<file path="config.mk">
export PLATFORM = sky130hd
export DESIGN_NAME = sinc3_decimator
export DESIGN_NICKNAME = d
export VERILOG_FILES = /design/src/result_fifo.v /design/src/sinc3_decimator.v
export VERILOG_INCLUDE_DIRS = /design/src
export SDC_FILE = /design/constraint.sdc
export NUM_CORES = 2
export LEC_CHECK = 0
export ABC_AREA = 1
export BUFFER_PORTS_ARGS = -buffer_cell sky130_fd_sc_hd__buf_2
export CORE_MARGIN = 5
export CORE_UTILIZATION = 57
export CTS_CLUSTER_SIZE = 25
export DETAILED_ROUTE_END_ITERATION = 10
export PLACE_DENSITY_LB_ADDON = 0.08
export SETUP_SLACK_MARGIN = 0.15
export SYNTH_ARGS = -nofsm -noshare
export SYNTH_HDL_FRONTEND = slang
export SYNTH_HIERARCHICAL = 1
export SYNTH_SLANG_ARGS = --single-unit
export TNS_END_PERCENT = 10
</file>
<file path="constraint.sdc">
create_clock -name clock -period 7.55 [get_ports clock]
set_input_delay 1.51 -clock clock [delete_from_list [all_inputs] [get_ports clock]]
set_output_delay 1.51 -clock clock [all_outputs]
set_load 0.01 [all_outputs]
</file>
<file path="src/sinc3_consts.vh">
// Constants for the third-order sinc decimator and its conversion sequencer
`ifndef SINC3_CONSTS_VH
`define SINC3_CONSTS_VH

// ----------------------------------------------------------------------
// Modulator timing
// ----------------------------------------------------------------------
`define MOD_CLKS        16
`define MOD_CNT_W       4
`define DELAY_DEFAULT   14
`define DELAY_1         32
`define DELAY_2         64
`define DELAY_3         128
`define DELAY_4         256
`define DELAY_5         512
`define DELAY_6         1024
`define DELAY_7         2048
`define OVH_SLOW        65
`define OVH_FAST        40

// ----------------------------------------------------------------------
// Data rate codes and decimation ratios in modulator periods
// ----------------------------------------------------------------------
`define RATE_W          4
`define RATE_FAST_FIRST 4'hB
`define RATE_LAST       4'hD
`define RATIO_0         102400
`define RATIO_1         51200
`define RATIO_2         25600
`define RATIO_3         15360
`define RATIO_4         12800
`define RATIO_5         5120
`define RATIO_6         4264
`define RATIO_7         2560
`define RATIO_8         1280
`define RATIO_9         640
`define RATIO_10        320
`define RATIO_11        256
`define RATIO_12        128
`define RATIO_13        64

// ----------------------------------------------------------------------
// Widths and settling
// ----------------------------------------------------------------------
`define CNT_W           20
`define ACC_W           52
`define RESULT_W        16
`define SUPPRESSED      2'h2
`define FIFO_DEPTH      8
`define FILTER_SINC     1'b0

`endif

</file>
<file path="src/result_fifo.v">
// Result FIFO between the conversion sequencer and the host read side
`default_nettype none

module result_fifo #(
    parameter WIDTH = 16,
    parameter DEPTH = 8
) (
    input  wire             clock,     // System clock
    input  wire             rst_b,     // Asynchronous reset, active low
    input  wire             in_valid,  // Word offered
    output reg              in_ready,  // Room for a word
    input  wire [WIDTH-1:0] in_data,   // Word to store
    output reg              out_valid, // Word available
    input  wire             out_ready, // Reader takes the word
    output wire [WIDTH-1:0] out_data   // Oldest word
);

    function integer clog2;
        input integer v;
        integer n;
        begin
            n = 0;
            while ((1 << n) < v) n = n + 1;
            clog2 = (n < 1) ? 1 : n;
        end
    endfunction

    localparam AW = clog2(DEPTH);

    reg [WIDTH-1:0] mem [0:DEPTH-1];
    reg [AW-1:0]    wr_ptr;
    reg [AW-1:0]    rd_ptr;
    reg [AW:0]      count;
    wire            push;
    wire            pop;
    wire [AW:0]     next_count;

    assign push       = in_valid & in_ready;
    assign pop        = out_valid & out_ready;
    assign next_count = count + {{AW{1'b0}}, push} - {{AW{1'b0}}, pop};
    assign out_data   = mem[rd_ptr];

    // ------------------------------------------------------------------
    // Pointers and flags
    // ------------------------------------------------------------------
    always @(posedge clock or negedge rst_b) begin
        if (!rst_b) begin
            wr_ptr    <= {AW{1'b0}};
            rd_ptr    <= {AW{1'b0}};
            count     <= {(AW+1){1'b0}};
            in_ready  <= 1'b1;
            out_valid <= 1'b0;
        end else begin
            if (push)
                wr_ptr <= (wr_ptr == DEPTH[AW-1:0] - 1'b1) ? {AW{1'b0}} : wr_ptr + 1'b1;
            if (pop)
                rd_ptr <= (rd_ptr == DEPTH[AW-1:0] - 1'b1) ? {AW{1'b0}} : rd_ptr + 1'b1;
            count     <= next_count;
            in_ready  <= (next_count != DEPTH[AW:0]);
            out_valid <= (next_count != {(AW+1){1'b0}});
        end
    end

    // Storage has no reset; only words behind out_valid are ever read
    always @(posedge clock) begin
        if (push)
            mem[wr_ptr] <= in_data;
    end

endmodule

`default_nettype wire

</file>
<file path="src/sinc3_decimator.v">
// Third-order sinc decimator with first/subsequent conversion timing
`include "sinc3_consts.vh"
`default_nettype none

// How it works
// [RULE1] Sinc3 decimates modulator bits taken every 16 clocks by the chosen ratio.
// [RULE2] Decimation ratio equals one data period, so nulls sit at rate multiples.
// [RULE3] Ratios for 2.5, 5 and 10 SPS null both 50 and 60 Hz.
// [RULE4] 16.6 and 50 SPS null 50 Hz; 20 and 60 SPS null 60 Hz.
// [RULE5] Bandwidth follows the ratio, 0.65 Hz at 2.5 SPS to 1046 Hz.
// [RULE6] All timing counts modulator ticks of the clock, so it scales with it.
// [RULE7] First two outputs after a start are discarded; only settled data leaves.
// [RULE8] First result comes delay plus three periods plus overhead after start.
// [RULE9] Continuous results follow each other by exactly one data period.
// [RULE10] Start on trigger pin rising edge or the start command pulse.
// [RULE11] Three-bit delay select before the first conversion, default 14 periods.
// [RULE12] Delay applies only to the first conversion after a start.
// [RULE13] First conversion is delay, sampling, then compensation overhead.
// [RULE14] Suppressed outputs get no overhead and are never readable.
// [RULE15] Sinc path starts only while the filter select input is zero; later changes do not stop it.
// [RULE16] Single-shot stops after the first settled result until a new start.
// [RULE17] Data-ready pulses for each released result, never for suppressed ones.
module sinc3_decimator #(
    parameter RATIO_SHIFT = 0,   // Divides every ratio by 2**shift for short runs
    parameter FIFO_DEPTH  = `FIFO_DEPTH
) (
    input  wire                 clock,       // 10 MHz ADC clock
    input  wire                 rst_b,       // Asynchronous reset, active low
    input  wire                 start_pin,   // Conversion trigger pin
    input  wire                 start_cmd,   // Start command pulse, same clock
    input  wire                 mod_bit,     // Modulator bit stream pin
    input  wire                 filter_sel,  // 0 selects the sinc filter
    input  wire                 continuous,  // 1 continuous, 0 single-shot
    input  wire [`RATE_W-1:0]   rate_sel,    // Data rate code 0..13
    input  wire [2:0]           delay_sel,   // Pre-conversion delay select
    input  wire [15:0]          offset_cal,  // Offset removed during overhead
    output wire                 out_valid,   // Result waiting for the host
    input  wire                 out_ready,   // Host takes the result
    output wire [15:0]          out_data,    // Settled, compensated result
    output reg                  data_ready,  // One-cycle pulse per released result
    output reg                  busy         // Converting
);

    // ------------------------------------------------------------------
    // States and helpers
    // ------------------------------------------------------------------
    localparam S_IDLE    = 6'h01;
    localparam S_DELAY   = 6'h02;
    localparam S_SAMPLE  = 6'h04;
    localparam S_OVH     = 6'h08;
    localparam S_RELEASE = 6'h10;
    localparam S_RUN     = 6'h20;

    function [`CNT_W-1:0] rate_ratio;
        input [`RATE_W-1:0] code;
        reg [31:0] r;
        begin
            case (code)
                4'h0:    r = `RATIO_0;
                4'h1:    r = `RATIO_1;
                4'h2:    r = `RATIO_2;
                4'h3:    r = `RATIO_3;
                4'h4:    r = `RATIO_4;
                4'h5:    r = `RATIO_5;
                4'h6:    r = `RATIO_6;
                4'h7:    r = `RATIO_7;
                4'h8:    r = `RATIO_8;
                4'h9:    r = `RATIO_9;
                4'hA:    r = `RATIO_10;
                4'hB:    r = `RATIO_11;
                4'hC:    r = `RATIO_12;
                default: r = `RATIO_13;
            endcase
            r = r >> RATIO_SHIFT;
            rate_ratio = (r < 32'd1) ? `CNT_W'h1 : r[`CNT_W-1:0];
        end
    endfunction

    function [`CNT_W-1:0] delay_periods;
        input [2:0] sel;
        reg [31:0] d;
        begin
            case (sel)
                3'h0:    d = `DELAY_DEFAULT;
                3'h1:    d = `DELAY_1;
                3'h2:    d = `DELAY_2;
                3'h3:    d = `DELAY_3;
                3'h4:    d = `DELAY_4;
                3'h5:    d = `DELAY_5;
                3'h6:    d = `DELAY_6;
                default: d = `DELAY_7;
            endcase
            delay_periods = d[`CNT_W-1:0];
        end
    endfunction

    function [5:0] ceil_log2;
        input [`CNT_W-1:0] v;
        integer n;
        begin
            n = 0;
            while (n < 31 && (32'd1 << n) < {12'h0, v}) n = n + 1;
            ceil_log2 = n[5:0];
        end
    endfunction

    // ------------------------------------------------------------------
    // Input synchronisers
    // ------------------------------------------------------------------
    reg start_meta;
    reg start_sync;
    reg start_prev;
    reg mod_meta;
    reg mod_sync;

    always @(posedge clock or negedge rst_b) begin
        if (!rst_b) begin
            start_meta <= 1'b0;
            start_sync <= 1'b0;
            start_prev <= 1'b0;
            mod_meta   <= 1'b0;
            mod_sync   <= 1'b0;
        end else begin
            start_meta <= start_pin;
            start_sync <= start_meta;
            start_prev <= start_sync;
            mod_meta   <= mod_bit;
            mod_sync   <= mod_meta;
        end
    end

    wire go = ((start_sync & ~start_prev) | start_cmd)           // RULE10
              & (filter_sel == `FILTER_SINC);                     // RULE15

    // ------------------------------------------------------------------
    // Modulator tick and sequencer
    // ------------------------------------------------------------------
    reg  [5:0]          state;
    reg  [`MOD_CNT_W-1:0] prescale;
    reg  [`CNT_W-1:0]   seq_cnt;
    reg  [`CNT_W-1:0]   conv_cnt;
    reg  [`CNT_W-1:0]   cfg_ratio;
    reg  [6:0]          cfg_ovh;
    reg  [5:0]          cfg_shift;
    reg                 cfg_cont;
    reg  [1:0]          settle_cnt;
    reg  [15:0]         result;

    wire tick     = (prescale == `MOD_CLKS - 1);              // RULE1 RULE6
    wire sampling = (state == S_SAMPLE) | (state == S_OVH) |
                    (state == S_RELEASE) | (state == S_RUN);
    wire boundary = sampling & tick & (conv_cnt == cfg_ratio - 1'b1); // RULE2
    wire fifo_ready;

    always @(posedge clock or negedge rst_b) begin
        if (!rst_b) begin
            prescale <= {`MOD_CNT_W{1'b0}};
        end else if (go || tick) begin
            prescale <= {`MOD_CNT_W{1'b0}};
        end else begin
            prescale <= prescale + 1'b1;
        end
    end

    always @(posedge clock or negedge rst_b) begin
        if (!rst_b) begin
            state      <= S_IDLE;
            seq_cnt    <= {`CNT_W{1'b0}};
            conv_cnt   <= {`CNT_W{1'b0}};
            cfg_ratio  <= `CNT_W'h1;
            cfg_ovh    <= 7'h0;
            cfg_shift  <= 6'h0;
            cfg_cont   <= 1'b0;
            settle_cnt <= 2'h0;
            data_ready <= 1'b0;
            busy       <= 1'b0;
        end else begin
            data_ready <= 1'b0;
            if (go) begin
                // A new start restarts the whole sequence, settling included
                state      <= S_DELAY;
                seq_cnt    <= delay_periods(delay_sel) - 1'b1;       // RULE11 RULE13
                conv_cnt   <= {`CNT_W{1'b0}};
                settle_cnt <= 2'h0;
                cfg_ratio  <= rate_ratio(rate_sel);                  // RULE3 RULE4 RULE5
                cfg_ovh    <= (rate_sel >= `RATE_FAST_FIRST) ?
                              7'd`OVH_FAST : 7'd`OVH_SLOW;           // RULE8
                cfg_shift  <= 6'd3 * ceil_log2(rate_ratio(rate_sel)) - 6'd16;
                cfg_cont   <= continuous;
                busy       <= 1'b1;
            end else begin
                if (sampling && tick)
                    conv_cnt <= boundary ? {`CNT_W{1'b0}} : conv_cnt + 1'b1;
                case (state)
                    S_DELAY: begin
                        if (tick) begin
                            if (seq_cnt == {`CNT_W{1'b0}})
                                state <= S_SAMPLE;
                            else
                                seq_cnt <= seq_cnt - 1'b1;
                        end
                    end
                    S_SAMPLE: begin
                        if (boundary) begin
                            // Unsettled outputs skip overhead and never leave
                            if (settle_cnt == `SUPPRESSED) begin     // RULE7 RULE14
                                state   <= S_OVH;
                                seq_cnt <= {13'h0, cfg_ovh} - 1'b1;
                            end else begin
                                settle_cnt <= settle_cnt + 1'b1;
                            end
                        end
                    end
                    S_OVH: begin                                     // RULE13
                        if (tick) begin
                            if (seq_cnt == {`CNT_W{1'b0}})
                                state <= S_RELEASE;
                            else
                                seq_cnt <= seq_cnt - 1'b1;
                        end
                    end
                    S_RELEASE: begin
                        // Full FIFO stalls the release; a stall longer than one data period
                        // less the overhead misses the next boundary and loses that result
                        if (fifo_ready) begin
                            data_ready <= 1'b1;                      // RULE17
                            if (cfg_cont) begin
                                state <= S_RUN;                      // RULE12
                            end else begin
                                state <= S_IDLE;                     // RULE16
                                busy  <= 1'b0;
                            end
                        end
                    end
                    S_RUN: begin
                        if (boundary) begin                          // RULE9
                            state   <= S_OVH;
                            seq_cnt <= {13'h0, cfg_ovh} - 1'b1;
                        end
                    end
                    default: begin
                        state <= S_IDLE;
                        busy  <= 1'b0;
                    end
                endcase
            end
        end
    end

    // ------------------------------------------------------------------
    // Sinc3 integrators and combs
    // ------------------------------------------------------------------
    reg  [`ACC_W-1:0] integ1;
    reg  [`ACC_W-1:0] integ2;
    reg  [`ACC_W-1:0] integ3;
    reg  [`ACC_W-1:0] dly1;
    reg  [`ACC_W-1:0] dly2;
    reg  [`ACC_W-1:0] dly3;
    reg  [`ACC_W-1:0] sample;
    // Comb takes the integrator after this tick, so the first kept output is exact
    wire [`ACC_W-1:0] next_integ3 = integ3 + integ2;
    wire [`ACC_W-1:0] next_comb1 = next_integ3 - dly1;
    wire [`ACC_W-1:0] next_comb2 = next_comb1 - dly2;
    wire [`ACC_W-1:0] next_comb3 = next_comb2 - dly3;
    wire [`ACC_W-1:0] scaled     = sample >> cfg_shift;
    wire [15:0]       clipped    = (|scaled[`ACC_W-1:16]) ? 16'hFFFF : scaled[15:0];

    always @(posedge clock or negedge rst_b) begin
        if (!rst_b) begin
            integ1 <= {`ACC_W{1'b0}};
            integ2 <= {`ACC_W{1'b0}};
            integ3 <= {`ACC_W{1'b0}};
            dly1   <= {`ACC_W{1'b0}};
            dly2   <= {`ACC_W{1'b0}};
            dly3   <= {`ACC_W{1'b0}};
            sample <= {`ACC_W{1'b0}};
        end else if (go) begin
            integ1 <= {`ACC_W{1'b0}};
            integ2 <= {`ACC_W{1'b0}};
            integ3 <= {`ACC_W{1'b0}};
            dly1   <= {`ACC_W{1'b0}};
            dly2   <= {`ACC_W{1'b0}};
            dly3   <= {`ACC_W{1'b0}};
        end else begin
            if (sampling && tick) begin                              // RULE1
                integ1 <= integ1 + {{(`ACC_W-1){1'b0}}, mod_sync};
                integ2 <= integ2 + integ1;
                integ3 <= integ3 + integ2;
            end
            if (boundary) begin
                dly1   <= next_integ3;
                dly2   <= next_comb1;
                dly3   <= next_comb2;
                sample <= next_comb3;
            end
        end
    end

    // ------------------------------------------------------------------
    // Compensation overhead and release
    // ------------------------------------------------------------------
    always @(posedge clock or negedge rst_b) begin
        if (!rst_b) begin
            result <= 16'h0000;
        end else if (state == S_OVH) begin
            // Unipolar count to two's complement, then offset removal
            result <= (clipped ^ 16'h8000) - offset_cal;             // RULE13
        end
    end

    result_fifo #(
        .WIDTH (`RESULT_W),
        .DEPTH (FIFO_DEPTH)
    ) u_fifo (
        .clock     (clock),
        .rst_b     (rst_b),
        .in_valid  (state == S_RELEASE),                             // RULE14
        .in_ready  (fifo_ready),
        .in_data   (result),
        .out_valid (out_valid),
        .out_ready (out_ready),
        .out_data  (out_data)
    );

endmodule

`default_nettype wire

</file>
# After elaboration in Yosys (flattened, before gate mapping)

Memory sizes are Yosys's and may differ from the RTL's.
Cells that the tools add are included.

Bits of input ports: 31
Bits in writable memories: 128
Memories kept: 3
Bits in read-only memories: 416
Output and inout port bits: 19
Register bits after elaboration: 485

Memory list:

| memory          | depth | width | rd ports | clocked after memory_dff | wr ports | line                 | text |
|---|---|---|---|---|---|---|---|
| (no name shown) | 16    | 13    | 1        | 0                        | 0        | sinc3_decimator.v:58 | `case (code)` |
| (no name shown) | 16    | 13    | 1        | 0                        | 0        | sinc3_decimator.v:58 |  |
| u_fifo.mem      | 8     | 16    | 1        | 0                        | 1        | result_fifo.v:30     | `reg [WIDTH-1:0] mem [0:DEPTH-1];` |

Shift-type cells: 1
Multiply operators: 1
Reduce and logical (&&, ||, !) cells: 17
Add/sub/neg operators: 19
Muxes and demuxes: 78
Order comparisons: 23
Bitwise operators: 14
Equality and inequality tests: 30

Operator list:

| cell                                                 | count |
|---|---|
| two-way mux 52 bit                                   | 12 |
| two-way mux 20 bit                                   | 12 |
| subtractor 52 bit                                    | 3 |
| two-way mux 6 bit                                    | 23 |
| adder 52 bit                                         | 2 |
| case mux 12 bit (7 select lines)                     | 1 |
| < comparator 32 x 1 -> 1 bit (second input constant) | 2 |
| two-way mux 32 bit                                   | 2 |
| case mux 20 bit (3 select lines)                     | 1 |
| subtractor 20 x 1 -> 20 bit (second input constant)  | 3 |
| adder 52 x 1 -> 52 bit                               | 1 |
| right shift 52 x 6 -> 52 bit                         | 1 |
| OR reduction 36 bit                                  | 1 |
| case mux 6 bit (5 select lines)                      | 1 |
| != test 3 bit (second input constant)                | 8 |
| adder 20 x 1 -> 20 bit (second input constant)       | 1 |
| equality test 20 bit                                 | 1 |
| logical NOT 20 bit                                   | 1 |
| < comparator 1 x 20 -> 1 bit (first input constant)  | 1 |
| < comparator 10 x 20 -> 1 bit (first input constant) | 1 |
| < comparator 11 x 20 -> 1 bit (first input constant) | 1 |
| < comparator 12 x 20 -> 1 bit (first input constant) | 1 |
| < comparator 13 x 20 -> 1 bit (first input constant) | 1 |
| < comparator 14 x 20 -> 1 bit (first input constant) | 1 |
| 61 further kinds                                     | 101 |

# Longest topological paths before layout

Depth in word-level cells: 31
Mapped depth: 51
Depth with buffers taken out: 51

# Hierarchy

The synthesis kept the hierarchy.

By module, submodules not included:

| module          | sequential area each (um^2) | area an instance (um^2) | cells each | instances |
|---|---|---|---|---|
| sinc3_decimator | 11538.6                     | 40382.5                 | 5867       | 1 |
| result_fifo     | 4145.2                      | 6268.5                  | 633        | 1 |

# Worst setup path before layout

No wires, ideal clock.

Path kind: reg2reg
Start point: reg integ2[0]
End point: reg sample[51]
Path buffers: 0
Arrival time: 6.628 ns
Stages on the path, launching flop included: 46
Slack: 0.806 ns
Period minus slack after synthesis: 6.744 ns
Path through: dfrtp_1 -> ha_1 -> inv_1 -> fa_1 -> nand3b_1 -> nand2_1 -> a21oi_1 -> o21ai_0 -> nand2_1 -> nand2_1 -> nand2_1 -> nand2_1 -> a21oi_1 -> xnor2_1 -> ha_1 -> a21oi_1 -> o21ai_0 -> a21oi_1 -> [... 10 more ...] -> o21ai_0 -> a211o_1 -> a31oi_1 -> xor2_1 -> inv_1 -> ha_1 -> nand2_1 -> nor2_1 -> inv_1 -> nor2_1 -> and3_1 -> nand3_1 -> nand3_1 -> nor2_1 -> nor3_1 -> inv_1 -> nand2_1 -> nand2_1

Longest elaborated chain between the ends: 4

Ends and longest elaborated chain:

| element                | line                  | text |
|---|---|---|
| from (decl)            | sinc3_decimator.v:254 | `` reg [`ACC_W-1:0] integ2; `` |
| from (signal assigned) | sinc3_decimator.v:271 | `` integ2 <= {`ACC_W{1'b0}}; `` |
| from (signal assigned) | sinc3_decimator.v:279 | `` integ2 <= {`ACC_W{1'b0}}; `` |
| from (signal assigned) | sinc3_decimator.v:287 | `integ2 <= integ2 + integ1;` |
| adder 52 bit           | sinc3_decimator.v:261 | `` wire [`ACC_W-1:0] next_integ3 = integ3 + integ2; `` |
| subtractor 52 bit      | sinc3_decimator.v:262 | `` wire [`ACC_W-1:0] next_comb1 = next_integ3 - dly1; `` |
| subtractor 52 bit      | sinc3_decimator.v:263 | `` wire [`ACC_W-1:0] next_comb2 = next_comb1 - dly2; `` |
| subtractor 52 bit      | sinc3_decimator.v:264 | `` wire [`ACC_W-1:0] next_comb3 = next_comb2 - dly3; `` |
| to (signal assigned)   | sinc3_decimator.v:276 | `` sample <= {`ACC_W{1'b0}}; `` |
| to (signal assigned)   | sinc3_decimator.v:294 | `sample <= next_comb3;` |
| to (decl)              | sinc3_decimator.v:259 | `` reg [`ACC_W-1:0] sample; `` |

No other way between the ends.
A chain may end at the register's enable or synchronous reset.

# Worst setup path after layout

Start point: reg integ3[0]
End point: reg sample[51]

Longest elaborated chain between the ends: 4

Ends and longest elaborated chain:

| element                | line                  | text |
|---|---|---|
| from (decl)            | sinc3_decimator.v:255 | `` reg [`ACC_W-1:0] integ3; `` |
| from (signal assigned) | sinc3_decimator.v:272 | `` integ3 <= {`ACC_W{1'b0}}; `` |
| from (signal assigned) | sinc3_decimator.v:280 | `` integ3 <= {`ACC_W{1'b0}}; `` |
| from (signal assigned) | sinc3_decimator.v:288 | `integ3 <= integ3 + integ2;` |
| adder 52 bit           | sinc3_decimator.v:261 |  |
| subtractor 52 bit      | sinc3_decimator.v:262 |  |
| subtractor 52 bit      | sinc3_decimator.v:263 |  |
| subtractor 52 bit      | sinc3_decimator.v:264 |  |

No other way between the ends.

==> results.yml <==
power:
  sw_frac_of_total: 0.444
  ir_drop_uv: 285
  p_leak_nw: 27.4
  p_int_w: 0.00975
  switchingPower_w: 0.00777
  pwr-share-seq: 0.217
  power.share.combinational: 0.574
  clockPowerShare: 0.209
  power_density_nw_per_um2: 320
critical_path:
  path_buf_inv: 5
  critPathMaxFanout: 5
  endpoint_kind: "flip-flop"
  required_ps: 8100
  path_class: "flip-flop to flip-flop"
  cpLargestDelayFamily: "simple AND/OR/NAND/NOR gates"
  cpMostUsedCell: "nand2_1"
  critPathSlowestCell: "ha_1"
  cp_data_arrival_time_ps: 7660
  max_stage_delay_ps: 390
  crit_path_start_kind: "flip-flop"
finish:
  area_delta_synth_final_pct: 17.4
  layout-drive-gt1-share: 0.158
  fillers: 7247
  fin_cells: 7973
  nets: 7186
  postLayoutCellArea_sq_um: 54800
cts:
  cts_hold_buf: 0
  cts_tree: "yes"
  numCtsBuffers: 72
  max-clock-path-buffers: 3
  path_clk_slew_ps: 60
  clock_latency_ps: 640
  h-tree-depth: 3
  cts_num_sinks: 601
  root_buffer: "clkbuf_16"
timing:
  setup_violations: 0
  rsz0062_at_grt: "yes"
  maxSlewHeadroom: 0.194
  slew_viol_final: 0
  worst_pin_slew_ps: 1210
  finalHoldViolCount: 0
  period_share: 0.942
  clock_skew_ps: 40.3
  period_needed_ps: 7110
  fmax_ghz: 0.141
yosys:
  synth_warnings: 6
  synth_flop_cell: "dfrtp_1"
  synthCells: 6500
  synth_seq_area_share: 0.336
  synth_area_sq_um: 46700
  syn_nets: 6843
  synth_area_leaders: "dfrtp_1, nand2_1, edfxtp_1"
  synth_cell_types: 78
  yosysTopAreaCellShare: 0.252
  synth_area_leader_cell: "dfrtp_1"
  syn_avg_cell_area_sq_um: 7.18
  ys_async_sr_fraction: 0.787
  synth-edff-count: 128
  synth-seq-cells: 601
grt:
  gr-total-overflow: 0
  antenna_found_initial: 2
  grt_pass1_vias: 41961
  grt_use_total: 0.315
  grt_max_degree: 170
  grt_pass1_wl_microns: 224000
route:
  dr.pass1.iters: 6
  drtAntennaViolNets: 0
  vias: 44576
  wire_per_inst_microns: 17.9
  drtIter0Drc: 3882
  via_per_inst: 5.59
  route.detailed.drc: 0
  routed_wirelength_microns: 143000
placed_design:
  io_buffers: 49
  hpwlAfterDp_microns: 107000
  post_dp_cell_area_sq_um: 49900
  place_congestion: 0.972
  placedCellCount: 7796
job:
  cap_violations: 0
floorplan:
  std_cell_rows: 105
  die_w_microns: 296
  start_util: 0.572
  boundaryPins: 50
  die_y_microns: 296
  coreArea_sq_um: 81600
  die_area_sq_um: 87700
status:
  status: "finished clean"
min_path:
  hp-class: "flip-flop to flip-flop"
layout make-up:
class                           instances  area, sq um  area share
Multi-Input combinational cell       4709        28200       0.515
Sequential cell                       601        15700       0.286
Inverter                             1023         3850      0.0702
Timing Repair Buffer                  436         3230      0.0590
Clock buffer                           90         1990      0.0364
Tap cell                             1070         1340      0.0244
Clock inverter                         42          485     0.00886
Antenna cell                            2         5.00   0.0000914
sequential cells by signal, summed over array words and instances (netlist names), 6 cells and up:
| register | cells |
|---|---|
| cfg_ratio | 13 |
| cfg_shift | 6 |
| conv_cnt | 20 |
| dly1 | 52 |
| dly2 | 52 |
| dly3 | 52 |
| integ1 | 52 |
| integ2 | 52 |
| integ3 | 52 |
| result | 16 |
| sample | 52 |
| seq_cnt | 20 |
| state | 6 |
| u_fifo/mem | 128 |
power by group through the flow:
| stage | clock (W) | combinational (W) | sequential, W |
|---|---|---|---|
| floorplan | 0 | 0.00556 | 0.00376 |
| global placement | 0 | 0.00901 | 0.00386 |
| detailed placement | 0 | 0.00903 | 0.00387 |
| CTS | 0.00371 | 0.00915 | 0.00381 |
| global route | 0.00386 | 0.0110 | 0.00384 |
| finish | 0.00366 | 0.0101 | 0.00381 |
cells in the final DEF, fill, tap and decap left out, drive strengths merged, types with 10 or more instances in the layout:
master,Yosys,routed
a211oi,13,13
nand3,422,422
o21ai,551,551
o21bai,22,22
a21boi,23,23
mux2i,19,19
o31ai,15,15
o221ai,10,10
ha,304,304
nor4,32,32
xnor2,72,72
or2,19,19
o211ai,34,34
o21a,44,44
and3,10,10
a21oi,446,446
o22ai,53,53
clkbuf,64,90
a31oi,77,77
nand2,1555,1555
edfxtp,128,128
nand4,49,49
inv,1021,1025
clkinv,2,31
dfrtp,470,470
xor2,191,191
buf,103,436
a22o,37,37
nor2,539,539
nor3,93,93
a21o,15,15
nand3b,11,11
through the flow:
step	setup WS (ps)	utilization	hold slack [ps]	TNS [ps]	power, W
global placement	-71.2	0.611	332	-221	0.0129
CTS	124	0.643	360	0	0.0167
detailed placement	-99.7	0.611	339	-161	0.0129
finish	439	0.671	359	0	0.0175
global route	-61.3	0.671	371	-107	0.0187
floorplan	806	-	331	0	0.00932
path summary, 6_finish.rpt:
check	start	end	slack, ps	depth (start not counted)
worst max-delay path	integ3[0]$_DFFE_PN0P_	sample[51]$_DFFE_PN0P_	440	41
worst min register to register	start_meta$_DFF_PN0_	start_sync$_DFF_PN0_	360	0
worst min-delay path	start_meta$_DFF_PN0_	start_sync$_DFF_PN0_	360	0
max in group asynchronous	rst_b	sample[25]$_DFFE_PN0P_	5210	2
min in group asynchronous	rst_b	seq_cnt[9]$_DFFE_PN0P_	820	1
worst max register to register	integ3[0]$_DFFE_PN0P_	sample[51]$_DFFE_PN0P_	440	41
per-layer routing:
metal  wire (microns)  vias up  track usage
li1                 -    22092            -
met1            64100    20869        0.449
met2            64700     1427        0.509
met3            10700      186       0.0514
met4             3130        2       0.0730
met5              110        -      0.00921
synth_stat cells, types with 11 or more instances:
cell / instances
a21oi_1: 446
nor3_1: 88
xor2_1: 191
buf_6: 14
o211ai_1: 34
a31oi_1: 77
a211oi_1: 13
o21ai_2: 98
nor2_1: 526
o31ai_1: 15
or2_2: 14
o22ai_1: 40
xnor2_1: 72
inv_1: 1006
buf_2: 53
nand2_1: 1550
clkbuf_1: 64
buf_12: 11
a22o_1: 37
mux2i_1: 19
o21ai_1: 26
nand4_1: 48
ha_1: 304
edfxtp_1: 128
o21ai_0: 427
buf_1: 15
nand3_1: 417
o22ai_2: 13
a21o_1: 15
nand3b_1: 11
dfrtp_1: 470
inv_2: 14
a21boi_0: 20
o21a_1: 44
o21bai_1: 22
nor4_1: 32
timing repair:
item	4_1_cts	5_1_grt
pin swaps	5	101
buffers inserted	1	42
resized for setup	35	424
setup endpoints to repair	15	28
cloned	0	0
cells by family (layout without fill, tap and decap cells):
| kind of cell | Yosys count | after routing | share of synthesized area |
|---|---|---|---|
| DFF | 601 | 601 | 0.336 |
| adders and majority gates | 312 | 312 | 0.0850 |
| and+or+nand+nor | 2742 | 2742 | 0.245 |
| muxes | 20 | 20 | 0.00432 |
| AOI/OAI and AO/OA | 1372 | 1372 | 0.176 |
| xor gates and xnor gates | 263 | 263 | 0.0494 |
| other | 0 | 2 | 0 |
| buffers and inverters | 1190 | 1591 | 0.104 |
(Power assumes the default switching activity.)
